### src/dsh_pkg.sv
/*
 dsh_pkg: constants for the dma status / slave handshake block.
 assumes one 40 MHz bus-side clock and a synchronous active-high reset.
*/
package dsh_pkg;
	// clock period in picoseconds
	localparam int unsigned CLK_PERIOD_PS   = 25000;
	// timing-type codes on the low status pair
	localparam logic [1:0]  TIM_COMPAT      = 2'h0;
	localparam logic [1:0]  TIM_TYPE_A      = 2'h1;
	localparam logic [1:0]  TIM_TYPE_B      = 2'h2;
	localparam logic [1:0]  TIM_BURST       = 2'h3;
	// width codes on the upper status pair
	localparam logic [1:0]  SIZE_8          = 2'h0;
	localparam logic [1:0]  SIZE_16         = 2'h1;
	localparam logic [1:0]  SIZE_32         = 2'h2;
	localparam logic [1:0]  SIZE_IDLE       = 2'h3;
	// field positions inside the status lines
	localparam int unsigned ST_STROBE_BIT   = 0;
	localparam int unsigned ST_MEMIO_BIT    = 1;
	localparam int unsigned ST_ACK_BIT      = 2;
	localparam int unsigned ST_CIP_BIT      = 3;
	// ready held low for this many clocks after t2
	localparam logic [2:0]  READY_LOW_CLKS  = 3'h4;
	// pipelining check: 2.5 periods after leaving idle, taken as 3 rising edges
	localparam int unsigned PIPE_CHECK_X10  = 25;
	localparam logic [1:0]  PIPE_CHECK_CLKS = 2'((PIPE_CHECK_X10 + 9) / 10);
	// minimum reset length in clocks
	localparam logic [3:0]  RESET_MIN_CLKS  = 4'h8;
	// master phase states
	typedef enum logic [1:0] {
		DSH_M_IDLE  = 2'b00,
		DSH_M_CHECK = 2'b01,
		DSH_M_XFER  = 2'b10,
		DSH_M_LAST  = 2'b11
	} dsh_mstate_t;
endpackage

### src/dsh_slave_if.sv
/*
 dsh_slave_if: slave-side decode results passed from the top to the slave engine.
 assumes both ends run on ref_clk.
*/
`timescale 1ns/10ps
interface dsh_slave_if;
	logic       t2_hit;     // t2 edge of a cycle aimed at this device
	logic       is_ack;     // acknowledge cycle sampled at t2
	logic       is_io_rd;   // i/o read
	logic       isa_long;   // isa master, long command
	logic       cmd_off;    // command release seen, or pins owned as master
	logic       sel;        // slave select active
	logic       rdy_oe;     // ready driver enabled
	logic       rdy_out;    // ready level
	logic       data_oe;    // data bus driven
	modport top (output t2_hit, is_ack, is_io_rd, isa_long, cmd_off,
		input sel, rdy_oe, rdy_out, data_oe);
	modport eng (input t2_hit, is_ack, is_io_rd, isa_long, cmd_off,
		output sel, rdy_oe, rdy_out, data_oe);
endinterface

### src/dsh_top.sv
/*
 dsh_top: dma status and slave handshake pins of a system peripheral.
 assumes a single 40 MHz clock; status, ready, start, command, write, address and data pins are synchronised here; the
 bus controller decodes the status codes; the dma engine supplies the
 transfer request, timing, width and end/page-break flags on ref_clk.
 falling-edge timing is modelled as one clock of this fast clock.
*/
`timescale 1ns/10ps

// Contract
// RL1: low status pair carries timing type
// RL2: upper status pair carries slave width
// RL3: timing pair changes only at phase edges
// RL4: width pair leaves/returns idle at edges
// RL5: status lines driven only when mastering
// RL6: strobe rise latches address, mem/io, write
// RL7: latched mem/io one is memory
// RL8: acknowledge line sampled at t2
// RL9: master keeps acknowledge stable at t2
// RL10: cycle-in-progress sampled every rising edge
// RL11: controller builds commands from status
// RL12: ready low only for long isa cycles
// RL13: ready low four clocks then high
// RL14: ready driver on at t2, off on release
// RL15: ready sampled 2.5 periods for pipelining
// RL16: pipelining stops at page or end
// RL17: ready sampled until idle, once more
// RL18: data driven on select io read/ack
// RL19: select from t2, released by command
// RL20: select active on every acknowledge
// RL21: address enable low while dma/refresh owns
// RL22: reset at least eight clocks, clears all
// RL23: master/slave state steers pin direction
module dsh_top
	import dsh_pkg::*;
(
	input  wire logic        ref_clk,
	input  wire logic        reset,
	input  wire logic        dma_grant,
	input  wire logic        refresh_run,
	input  wire logic        xfer_req,
	input  wire logic [1:0]  xfer_timing,
	input  wire logic [1:0]  xfer_width,
	input  wire logic        xfer_last,
	input  wire logic        page_break,
	input  wire logic [3:0]  cycle_kind_lines_in,
	output logic      [3:0]  cycle_kind_lines_out,
	output logic             cycle_kind_lines_oe,
	input  wire logic        ready_handshake_line_in,
	output logic             ready_handshake_line_out,
	output logic             ready_handshake_line_oe,
	input  wire logic [13:0] host_addr_lines,
	input  wire logic        host_write_read,
	input  wire logic        start_n,
	input  wire logic        cmd_n,
	input  wire logic        isa_master,
	input  wire logic        long_cmd,
	input  wire logic        addr_hit,
	input  wire logic [7:0]  data_in,
	output logic      [7:0]  data_out,
	output logic             data_oe,
	output logic             slave_select_out_n,
	output logic             address_enable_out_n,
	output logic             pipe_active,
	output logic             dma_ready,
	output logic             bus_cycle_active,
	output logic      [13:0] latched_addr,
	output logic             latched_mem,
	output logic             latched_write,
	output logic      [7:0]  write_data,
	output logic             write_strobe
);
	////////////////////////////////////////////////////////////////////////
	// pin synchronisers: first stage read only by second
	// every pin costs two clocks of latency; against the much slower
	// bus clock that still leaves the t2 decode inside one bus phase
	logic [3:0]  st_s1_r, st_s2_r;   // status lines
	logic [3:0]  ctl_s1_r, ctl_s2_r; // ready, start, cmd, write
	logic [13:0] a_s1_r, a_s2_r;     // host address
	logic [7:0]  d_s1_r, d_s2_r;     // data in

	always_ff @(posedge ref_clk) begin
		if (reset) begin
			st_s1_r  <= 4'hF;
			st_s2_r  <= 4'hF;
			ctl_s1_r <= 4'hF;
			ctl_s2_r <= 4'hF;
			a_s1_r   <= 14'h0000;
			a_s2_r   <= 14'h0000;
			d_s1_r   <= 8'h00;
			d_s2_r   <= 8'h00;
		end else begin
			st_s1_r  <= cycle_kind_lines_in;
			st_s2_r  <= st_s1_r;
			ctl_s1_r <= {ready_handshake_line_in, start_n, cmd_n, host_write_read};
			ctl_s2_r <= ctl_s1_r;
			a_s1_r   <= host_addr_lines;
			a_s2_r   <= a_s1_r;
			d_s1_r   <= data_in;
			d_s2_r   <= d_s1_r;
		end
	end

	wire rdy_s   = ctl_s2_r[3]; // synchronised ready
	wire start_s = ctl_s2_r[2]; // synchronised start, low active
	wire cmd_s   = ctl_s2_r[1]; // synchronised command, low active
	wire wr_s    = ctl_s2_r[0]; // synchronised write/read

	////////////////////////////////////////////////////////////////////////
	// state registers
	// all state below is cleared by the synchronous reset
	dsh_mstate_t ms_r, ms_nxt;          // master phase
	logic        mst_r, mst_nxt;        // master owns pins
	logic [1:0]  tim_r, tim_nxt;        // timing pair
	logic [1:0]  wid_r, wid_nxt;        // width pair
	logic [1:0]  chk_r, chk_nxt;        // pipelining check delay
	logic        pipe_r, pipe_nxt;      // pipelining
	logic        rdyq_r, rdyq_nxt;      // dma ready pulse
	logic        aen_r, aen_nxt;        // address enable, low active
	logic        cip_r, cip_nxt;        // cycle in progress seen
	logic        stb_q_r, stb_q_nxt;    // previous strobe level
	logic [13:0] la_r, la_nxt;          // latched address
	logic        lm_r, lm_nxt;          // latched mem/io
	logic        lw_r, lw_nxt;          // latched write/read
	logic        t2_pend_r, t2_pend_nxt;// start seen, t2 next
	logic [7:0]  wd_r, wd_nxt;          // write data
	logic        ws_r, ws_nxt;          // write strobe
	logic        cmd_q_r, cmd_q_nxt;    // previous command level

	dsh_slave_if sif();

	// t2 is the edge after start; slave decode only when not mastering
	wire t2_now   = t2_pend_r & ~mst_r;
	wire ack_now  = ~st_s2_r[ST_ACK_BIT];       // RL8
	wire cmd_rise = cmd_s & ~cmd_q_r;
	// strobe rising edge seen this cycle, slave side only
	wire stb_rise = ~mst_r & st_s2_r[ST_STROBE_BIT] & ~stb_q_r; // RL6
	// the latch is transparent: in the cycle of the strobe rise the
	// cycle kind comes straight from the synchronisers, so a t2 in that same
	// cycle never decodes the previous cycle's mem/io or write
	wire mem_now  = stb_rise ? st_s2_r[ST_MEMIO_BIT] : lm_r; // RL7
	wire wr_now   = stb_rise ? wr_s : lw_r;                  // RL6

	assign sif.t2_hit   = t2_now & (ack_now | addr_hit);  // RL20
	assign sif.is_ack   = ack_now;                        // RL8
	assign sif.is_io_rd = ~mem_now & ~wr_now;             // RL7 RL18
	assign sif.isa_long = isa_master & long_cmd & ~ack_now; // RL12
	// taking ownership ends any slave cycle, so the ready driver is
	// already off when the status lines turn around
	assign sif.cmd_off  = cmd_rise | mst_nxt;             // RL14 RL19 RL23

	dsh_slave_eng u_slave (
		.ref_clk (ref_clk),
		.reset   (reset),
		.sif     (sif)
	);

	////////////////////////////////////////////////////////////////////////
	// master sequence and slave latching
	// one transfer: a request in idle moves the width off idle at the
	// next edge, ready is checked three edges later for pipelining,
	// then sampled every edge until the last transfer or a page break;
	// a pipelined transfer waits for ready once more before idle
	always_comb begin
		ms_nxt      = ms_r;
		tim_nxt     = tim_r;
		wid_nxt     = wid_r;
		chk_nxt     = chk_r;
		pipe_nxt    = pipe_r;
		rdyq_nxt    = 1'b0;
		la_nxt      = la_r;
		lm_nxt      = lm_r;
		lw_nxt      = lw_r;
		wd_nxt      = wd_r;
		ws_nxt      = 1'b0;
		mst_nxt     = dma_grant | refresh_run;           // RL23
		aen_nxt     = ~(dma_grant | refresh_run);        // RL21
		cip_nxt     = ~st_s2_r[ST_CIP_BIT];              // RL10
		stb_q_nxt   = st_s2_r[ST_STROBE_BIT];
		cmd_q_nxt   = cmd_s;
		t2_pend_nxt = ~start_s & ~mst_r;
		// slave: strobe rising edge latches cycle info
		// address and kind then hold until the next strobe rise
		if (stb_rise) begin
			la_nxt = a_s2_r;                    // RL6
			lm_nxt = st_s2_r[ST_MEMIO_BIT];     // RL6 RL7
			lw_nxt = wr_s;                      // RL6
		end
		// slave i/o write takes data at command release
		// data pins are synchronised like the rest, so this is the value
		// that stood two clocks before the release was seen
		if (!mst_r && cmd_rise && u_slave_sel() && !lm_r && lw_r) begin
			wd_nxt = d_s2_r;                    // RL18
			ws_nxt = 1'b1;
		end
		case (ms_r)
			DSH_M_IDLE: begin
				// width idle whenever no transfer runs
				wid_nxt = SIZE_IDLE;
				if (mst_r && xfer_req) begin
					tim_nxt = xfer_timing;      // RL1 RL3
					wid_nxt = xfer_width;       // RL2 RL4
					chk_nxt = PIPE_CHECK_CLKS;
					ms_nxt  = DSH_M_CHECK;
				end
			end
			DSH_M_CHECK: begin
				// count down to the pipelining sample
				chk_nxt = chk_r - 2'h1;
				if (chk_r == 2'h1) begin
					pipe_nxt = rdy_s & (tim_r == TIM_BURST); // RL15
					ms_nxt   = DSH_M_XFER;
				end
			end
			DSH_M_XFER: begin
				// ready sampled on every rising edge
				rdyq_nxt = rdy_s;               // RL17
				if (page_break || xfer_last || !mst_r) begin
					pipe_nxt = 1'b0;            // RL16
					wid_nxt  = SIZE_IDLE;       // RL4
					ms_nxt   = pipe_r ? DSH_M_LAST : DSH_M_IDLE;
				end
			end
			default: begin
				// one more ready after idle closes the last cycle
				if (rdy_s) begin
					rdyq_nxt = 1'b1;            // RL17
					ms_nxt   = DSH_M_IDLE;
				end
			end
		endcase
	end

	// select as seen by the write capture
	function automatic logic u_slave_sel();
		return sif.sel;
	endfunction

	// registers only; reset clears every state machine
	// limitation: the command release is seen two clocks late rather
	// than asynchronously, so select and ready drop later than the pin
	always_ff @(posedge ref_clk) begin
		if (reset) begin                        // RL22
			ms_r      <= DSH_M_IDLE;
			mst_r     <= 1'b0;
			tim_r     <= TIM_COMPAT;
			wid_r     <= SIZE_IDLE;
			chk_r     <= 2'h0;
			pipe_r    <= 1'b0;
			rdyq_r    <= 1'b0;
			aen_r     <= 1'b1;
			cip_r     <= 1'b0;
			stb_q_r   <= 1'b1;
			la_r      <= 14'h0000;
			lm_r      <= 1'b0;
			lw_r      <= 1'b0;
			t2_pend_r <= 1'b0;
			wd_r      <= 8'h00;
			ws_r      <= 1'b0;
			cmd_q_r   <= 1'b1;
		end else begin
			ms_r      <= ms_nxt;
			mst_r     <= mst_nxt;
			tim_r     <= tim_nxt;
			wid_r     <= wid_nxt;
			chk_r     <= chk_nxt;
			pipe_r    <= pipe_nxt;
			rdyq_r    <= rdyq_nxt;
			aen_r     <= aen_nxt;
			cip_r     <= cip_nxt;
			stb_q_r   <= stb_q_nxt;
			la_r      <= la_nxt;
			lm_r      <= lm_nxt;
			lw_r      <= lw_nxt;
			t2_pend_r <= t2_pend_nxt;
			wd_r      <= wd_nxt;
			ws_r      <= ws_nxt;
			cmd_q_r   <= cmd_q_nxt;
		end
	end

	////////////////////////////////////////////////////////////////////////
	// pin outputs, all from flip-flops
	// the inversions sit straight behind their flip-flops and add no
	// logic depth; data_out is constant because register contents
	// live outside this block
	assign cycle_kind_lines_out     = {wid_r, tim_r};     // RL1 RL2
	assign cycle_kind_lines_oe      = mst_r;              // RL5 RL23
	assign ready_handshake_line_out = sif.rdy_out;
	assign ready_handshake_line_oe  = sif.rdy_oe;         // RL14 RL23
	assign data_out                 = 8'hFF;
	assign data_oe                  = sif.data_oe;        // RL18
	assign slave_select_out_n       = ~sif.sel;
	assign address_enable_out_n     = aen_r;              // RL21
	assign pipe_active              = pipe_r;
	assign dma_ready                = rdyq_r;
	assign bus_cycle_active         = cip_r;
	assign latched_addr             = la_r;
	assign latched_mem              = lm_r;
	assign latched_write            = lw_r;
	assign write_data               = wd_r;
	assign write_strobe             = ws_r;
endmodule

### src/dsh_slave_eng.sv
/*
 dsh_slave_eng: slave select, ready hold and data drive during slave cycles.
 assumes the top has synchronised the command strobe and built the t2 decode.
*/
`timescale 1ns/10ps
module dsh_slave_eng
	import dsh_pkg::*;
(
	input  wire logic ref_clk,
	input  wire logic reset,
	dsh_slave_if.eng  sif
);
	logic       sel_r,  sel_nxt;   // slave select
	logic       oe_r,   oe_nxt;    // ready driver enable
	logic       lo_r,   lo_nxt;    // ready held low
	logic       drv_r,  drv_nxt;   // data drive
	logic [2:0] cnt_r,  cnt_nxt;   // ready low counter

	////////////////////////////////////////////////////////////////////////
	// next state; command release wins over everything
	always_comb begin
		sel_nxt = sel_r;
		oe_nxt  = oe_r;
		lo_nxt  = lo_r;
		drv_nxt = drv_r;
		cnt_nxt = cnt_r;
		if (sif.cmd_off) begin
			// release ends the cycle
			sel_nxt = 1'b0; // RL19
			oe_nxt  = 1'b0; // RL14
			lo_nxt  = 1'b0;
			drv_nxt = 1'b0;
			cnt_nxt = 3'h0;
		end else if (sif.t2_hit) begin
			sel_nxt = 1'b1; // RL19 RL20
			oe_nxt  = 1'b1; // RL14
			lo_nxt  = sif.isa_long; // RL12
			cnt_nxt = READY_LOW_CLKS;
			drv_nxt = sif.is_io_rd | sif.is_ack; // RL18
		end else if (lo_r) begin
			// count down, then ready goes high on a rising edge
			cnt_nxt = cnt_r - 3'h1; // RL13
			if (cnt_r == 3'h1)
				lo_nxt = 1'b0; // RL13
		end
	end

	// registers only
	always_ff @(posedge ref_clk) begin
		if (reset) begin
			sel_r <= 1'b0;
			oe_r  <= 1'b0;
			lo_r  <= 1'b0;
			drv_r <= 1'b0;
			cnt_r <= 3'h0;
		end else begin
			sel_r <= sel_nxt;
			oe_r  <= oe_nxt;
			lo_r  <= lo_nxt;
			drv_r <= drv_nxt;
			cnt_r <= cnt_nxt;
		end
	end

	assign sif.sel     = sel_r;
	assign sif.rdy_oe  = oe_r;
	assign sif.rdy_out = ~lo_r;
	// drv_r only ever rises with select and falls with it
	assign sif.data_oe = drv_r; // RL18
endmodule

### config.mk
export PLATFORM = sky130hd
export DESIGN_NAME = dsh_top
export DESIGN_NICKNAME = d
export VERILOG_FILES = /design/src/dsh_pkg.sv /design/src/dsh_slave_if.sv /design/src/dsh_top.sv /design/src/dsh_slave_eng.sv
export SDC_FILE = /design/constraint.sdc
export NUM_CORES = 1
export LEC_CHECK = 0
export BUFFER_PORTS_ARGS = -buffer_cell sky130_fd_sc_hd__buf_2
export CORE_MARGIN = 1.5
export CORE_UTILIZATION = 52
export CTS_BUF_LIST = sky130_fd_sc_hd__clkbuf_16
export CTS_CLUSTER_SIZE = 25
export DETAILED_ROUTE_END_ITERATION = 8
export PLACE_DENSITY = 0.83
export SYNTH_ARGS = -nofsm -noshare
export SYNTH_HDL_FRONTEND = slang
export SYNTH_SLANG_ARGS = --single-unit
### constraint.sdc
create_clock -name ref_clk -period 1.5 [get_ports ref_clk]
set_input_delay 0.15 -clock ref_clk [delete_from_list [all_inputs] [get_ports ref_clk]]
set_output_delay 0.15 -clock ref_clk [all_outputs]
set_load 0.01 [all_outputs]
==> results.sh <==
export IMPL_path_class="flop to flop"
export IMPL_timing_hold_ws_ns=0.0147
export IMPL_crit_path_end="latched_addr[0]"
export IMPL_status="finished, violations left"
export IMPL_synth_compound_area_share_pct=6.74
export IMPL_drtIter0Drc=94
export IMPL_hold_viol=0
export IMPL_max_cap_viol_count=0
export IMPL_finalSetupViolCount=0
export IMPL_avgSynthCellArea_um2=10.1
export IMPL_synth_edff_count=0
export IMPL_syn_area_um2=3550
export IMPL_ios=90
export IMPL_cts_tree="built"
export IMPL_dp_hpwl_um=4250
export IMPL_fin_worst_skew_ns=0.00717
export IMPL_rows=29
export IMPL_gp_congestion=0.746
export IMPL_violations="DRC"
export IMPL_crit_path_start="cycle_kind_lines_oe"
export IMPL_wl_per_cell_um=12.3
export IMPL_routed_top_layer="met4"
export IMPL_fin_cells=521
export IMPL_clk_pin_slew_worst_paths_ns=0.07
export IMPL_synth_simple_area_share_pct=23.6
export IMPL_die_w_um=85.6
export IMPL_layout_nets=486
export IMPL_grt_overflow_total=0
export IMPL_power_per_cell_area_nw_per_um2=1280
export IMPL_dr_total_vias=2559
export IMPL_final_area_um2=4370
export IMPL_grt_pass1_vias=2377
export IMPL_synth_adder_area_share_pct=1.06
export IMPL_die_area_um2=7330
export IMPL_dr_pass1_iters=8
export IMPL_clk_latency_ns=0.34
export IMPL_routed_wl_um=6390
export IMPL_netlist_cell_type_count=40
export IMPL_grt_max_degree=49
export IMPL_async_flop_share_pct=0
export IMPL_rr_endpoint="latched_addr[0]"
export IMPL_drc=6
export IMPL_cts_sinks=107
export IMPL_dp_cells=497
export IMPL_crit_required_ns=1.71
export IMPL_r2r_start="cycle_kind_lines_oe"
export IMPL_ys_warn_count=0
export IMPL_min_path_type="input port to flop"
export IMPL_synth_xor_area_share_pct=0.741
export IMPL_seq_area_frac_synth_pct=60.4
export IMPL_met3_length_um=432
export IMPL_n_antenna_cell=0
export IMPL_worst_setup_path_start_kind="flop"
export IMPL_htreeDepth=3
export IMPL_rrSetupSlack_ns=0.14
export IMPL_ant_nets=0
export IMPL_endpoint_kind="flop"
export IMPL_drive_gt1_share_pct=28.6
export IMPL_areaGrowthSynthToFinish_pct=23.1
export IMPL_synth_area_mux_share_pct=1.69
export IMPL_cts_buffer_depth=2
export IMPL_critPathArrivalTime_ns=1.57
export IMPL_min_period_over_period_pct=90.8
export IMPL_max_freq_mhz=735
export IMPL_core_area_um2=6460
export IMPL_via_per_inst=4.91
export IMPL_synthFlopType="dfxtp_1"
export IMPL_portBuffers=81
export IMPL_nFillCells=520
export IMPL_p_leak_nw=1.85
export IMPL_die_y_um=85.6
export IMPL_ir_drop_mv=0.764
export IMPL_cp_max_fo=16
export IMPL_rsz0062_at_grt="false"
export IMPL_r2r_cells=4
export IMPL_fin_tns_setup_ns=0
export IMPL_period_needed_ns=1.36
export IMPL_met2_length_um=3130
export IMPL_cts_root_buf="clkbuf_16"
export IMPL_dpl_instance_area_um2=3980
export IMPL_initial_utilization_pct=54.9
export IMPL_track_usage_pct=17.7
export IMPL_synthCells=351
export IMPL_synth_seq_cells=107
export IMPL_cts_made_buffers=9
export IMPL_met1_length_um=2680
export IMPL_grt_pass1_wl_um=10200
export IMPL_synth_top_family_by_area="simple AND/OR/NAND/NOR gates"
export IMPL_utilization_pct=67.6
export IMPL_finalMaxSlewViolations=0
export IMPL_grt_antenna_before_repair=0
==> registers in the layout (all words and copies together), names as in the netlist, 2 cells and up <==
register / cells
latched_addr: 14
u_slave.cnt_r: 3
st_s2_r: 4
d_s1_r: 8
ms_r: 2
tim_r: 2
write_data: 8
wid_r: 2
d_s2_r: 8
a_s1_r: 14
ctl_s2_r: 4
st_s1_r: 4
ctl_s1_r: 4
a_s2_r: 14
chk_r: 2
==> routing by layer <==
layer / GRT usage (%) / up-vias
li1: - / 1290
met1: 20.3 / 1156
met2: 30.1 / 94
met3: 5.00 / 19
met4: 9.24 / 0
met5: 0 / -
==> Yosys cell counts (2+ instances only) <==
cell type	count	area share, %
ha_1	3	1.1
buf_6	3	0.95
buf_4	10	2.1
buf_2	2	0.28
nor2b_1	48	8.5
dfxtp_1	107	60
nor3_1	6	0.85
nand2b_1	2	0.35
mux2i_1	6	1.7
or2_2	19	3.4
nand3_1	8	1.1
clkbuf_1	12	1.3
nor4_1	2	0.35
inv_1	10	1.1
o21ai_0	8	1.1
nor2_1	11	1.2
a21oi_1	32	4.5
or3b_1	2	0.49
nand3b_1	2	0.42
xnor2_1	2	0.49
nand2_1	37	3.9
==> report_power, final <==
part           internal (W)  switching [W]
combinational      0.000151       0.000130
clock               0.00131        0.00102
sequential          0.00294      0.0000381
==> worst min path at each step <==
stage                                  start     endpoint  slack (ns)  cells past startpoint
final                     host_addr_lines[2]    a_s1_r[2]        0.01                      2
after global routing      host_addr_lines[3]    a_s1_r[3]        0.02                      2
after CTS                 host_addr_lines[2]    a_s1_r[2]       0.004                      2
after detailed placement     host_write_read  ctl_s1_r[0]        0.34                      2
after global placement       host_write_read  ctl_s1_r[0]        0.33                      2
after floorplan              host_write_read  ctl_s1_r[0]        0.25                      1
==> per-stage QoR <==
step	total power [W]	worst slack (ns)
6_report	0.00558	0.139
5_1_grt	0.00578	0.0600
4_1_cts	0.00563	0.0619
3_5_place_dp	0.00330	0.0987
3_3_place_gp	0.00329	0.210
2_1_floorplan	0.00322	0.115
==> area by class of cell <==
type / instances / area, um2 / share of cell area [%]
tap: 77 / 96.3 / 2.21
inverter: 10 / 37.5 / 0.859
clock buffer: 9 / 225 / 5.16
clock inverter: 7 / 73.8 / 1.69
timing repair buffer: 97 / 558 / 12.8
sequential: 107 / 2140 / 49.0
multi-input combinational: 214 / 1230 / 28.3
==> cell usage in the layout (no fill, tap or decap), drive strengths merged, types with 8 or more instances in the layout <==
master | Yosys | layout
conb | 1 | 8
clkbuf | 12 | 9
or2 | 20 | 20
nand3 | 8 | 8
o21ai | 8 | 8
nor2 | 11 | 11
dfxtp | 107 | 107
a21oi | 32 | 32
dlygate4sd3 | 0 | 8
nor2b | 48 | 48
nand2 | 37 | 37
inv | 10 | 13
buf | 15 | 89
==> worst max-delay path, cell delays in order (launching register included) <==
cell and delay, ns:
dfxtp_1 0.41, or3b_1 0.45, buf_4 0.21, nand2_1 0.09, a21oi_1 0.07
==> cell families after synthesis <==
group	after synthesis
adders and majority gates	3
xor gates and xnor gates	3
AOI/OAI and AO/OA	45
muxes	6
other	1
buffers and inverters	37
DFF	107
and+or+nand+nor	149
==> repair_timing <==
item / CTS / global route
hold buffers: 8 / 0
buffers inserted: 0 / 0
resized for setup: 0 / 1
endpoints found under the setup margin: 0 / 2
endpoints found under the hold margin: 8 / 0
Power figures use the tool's default switching activity.
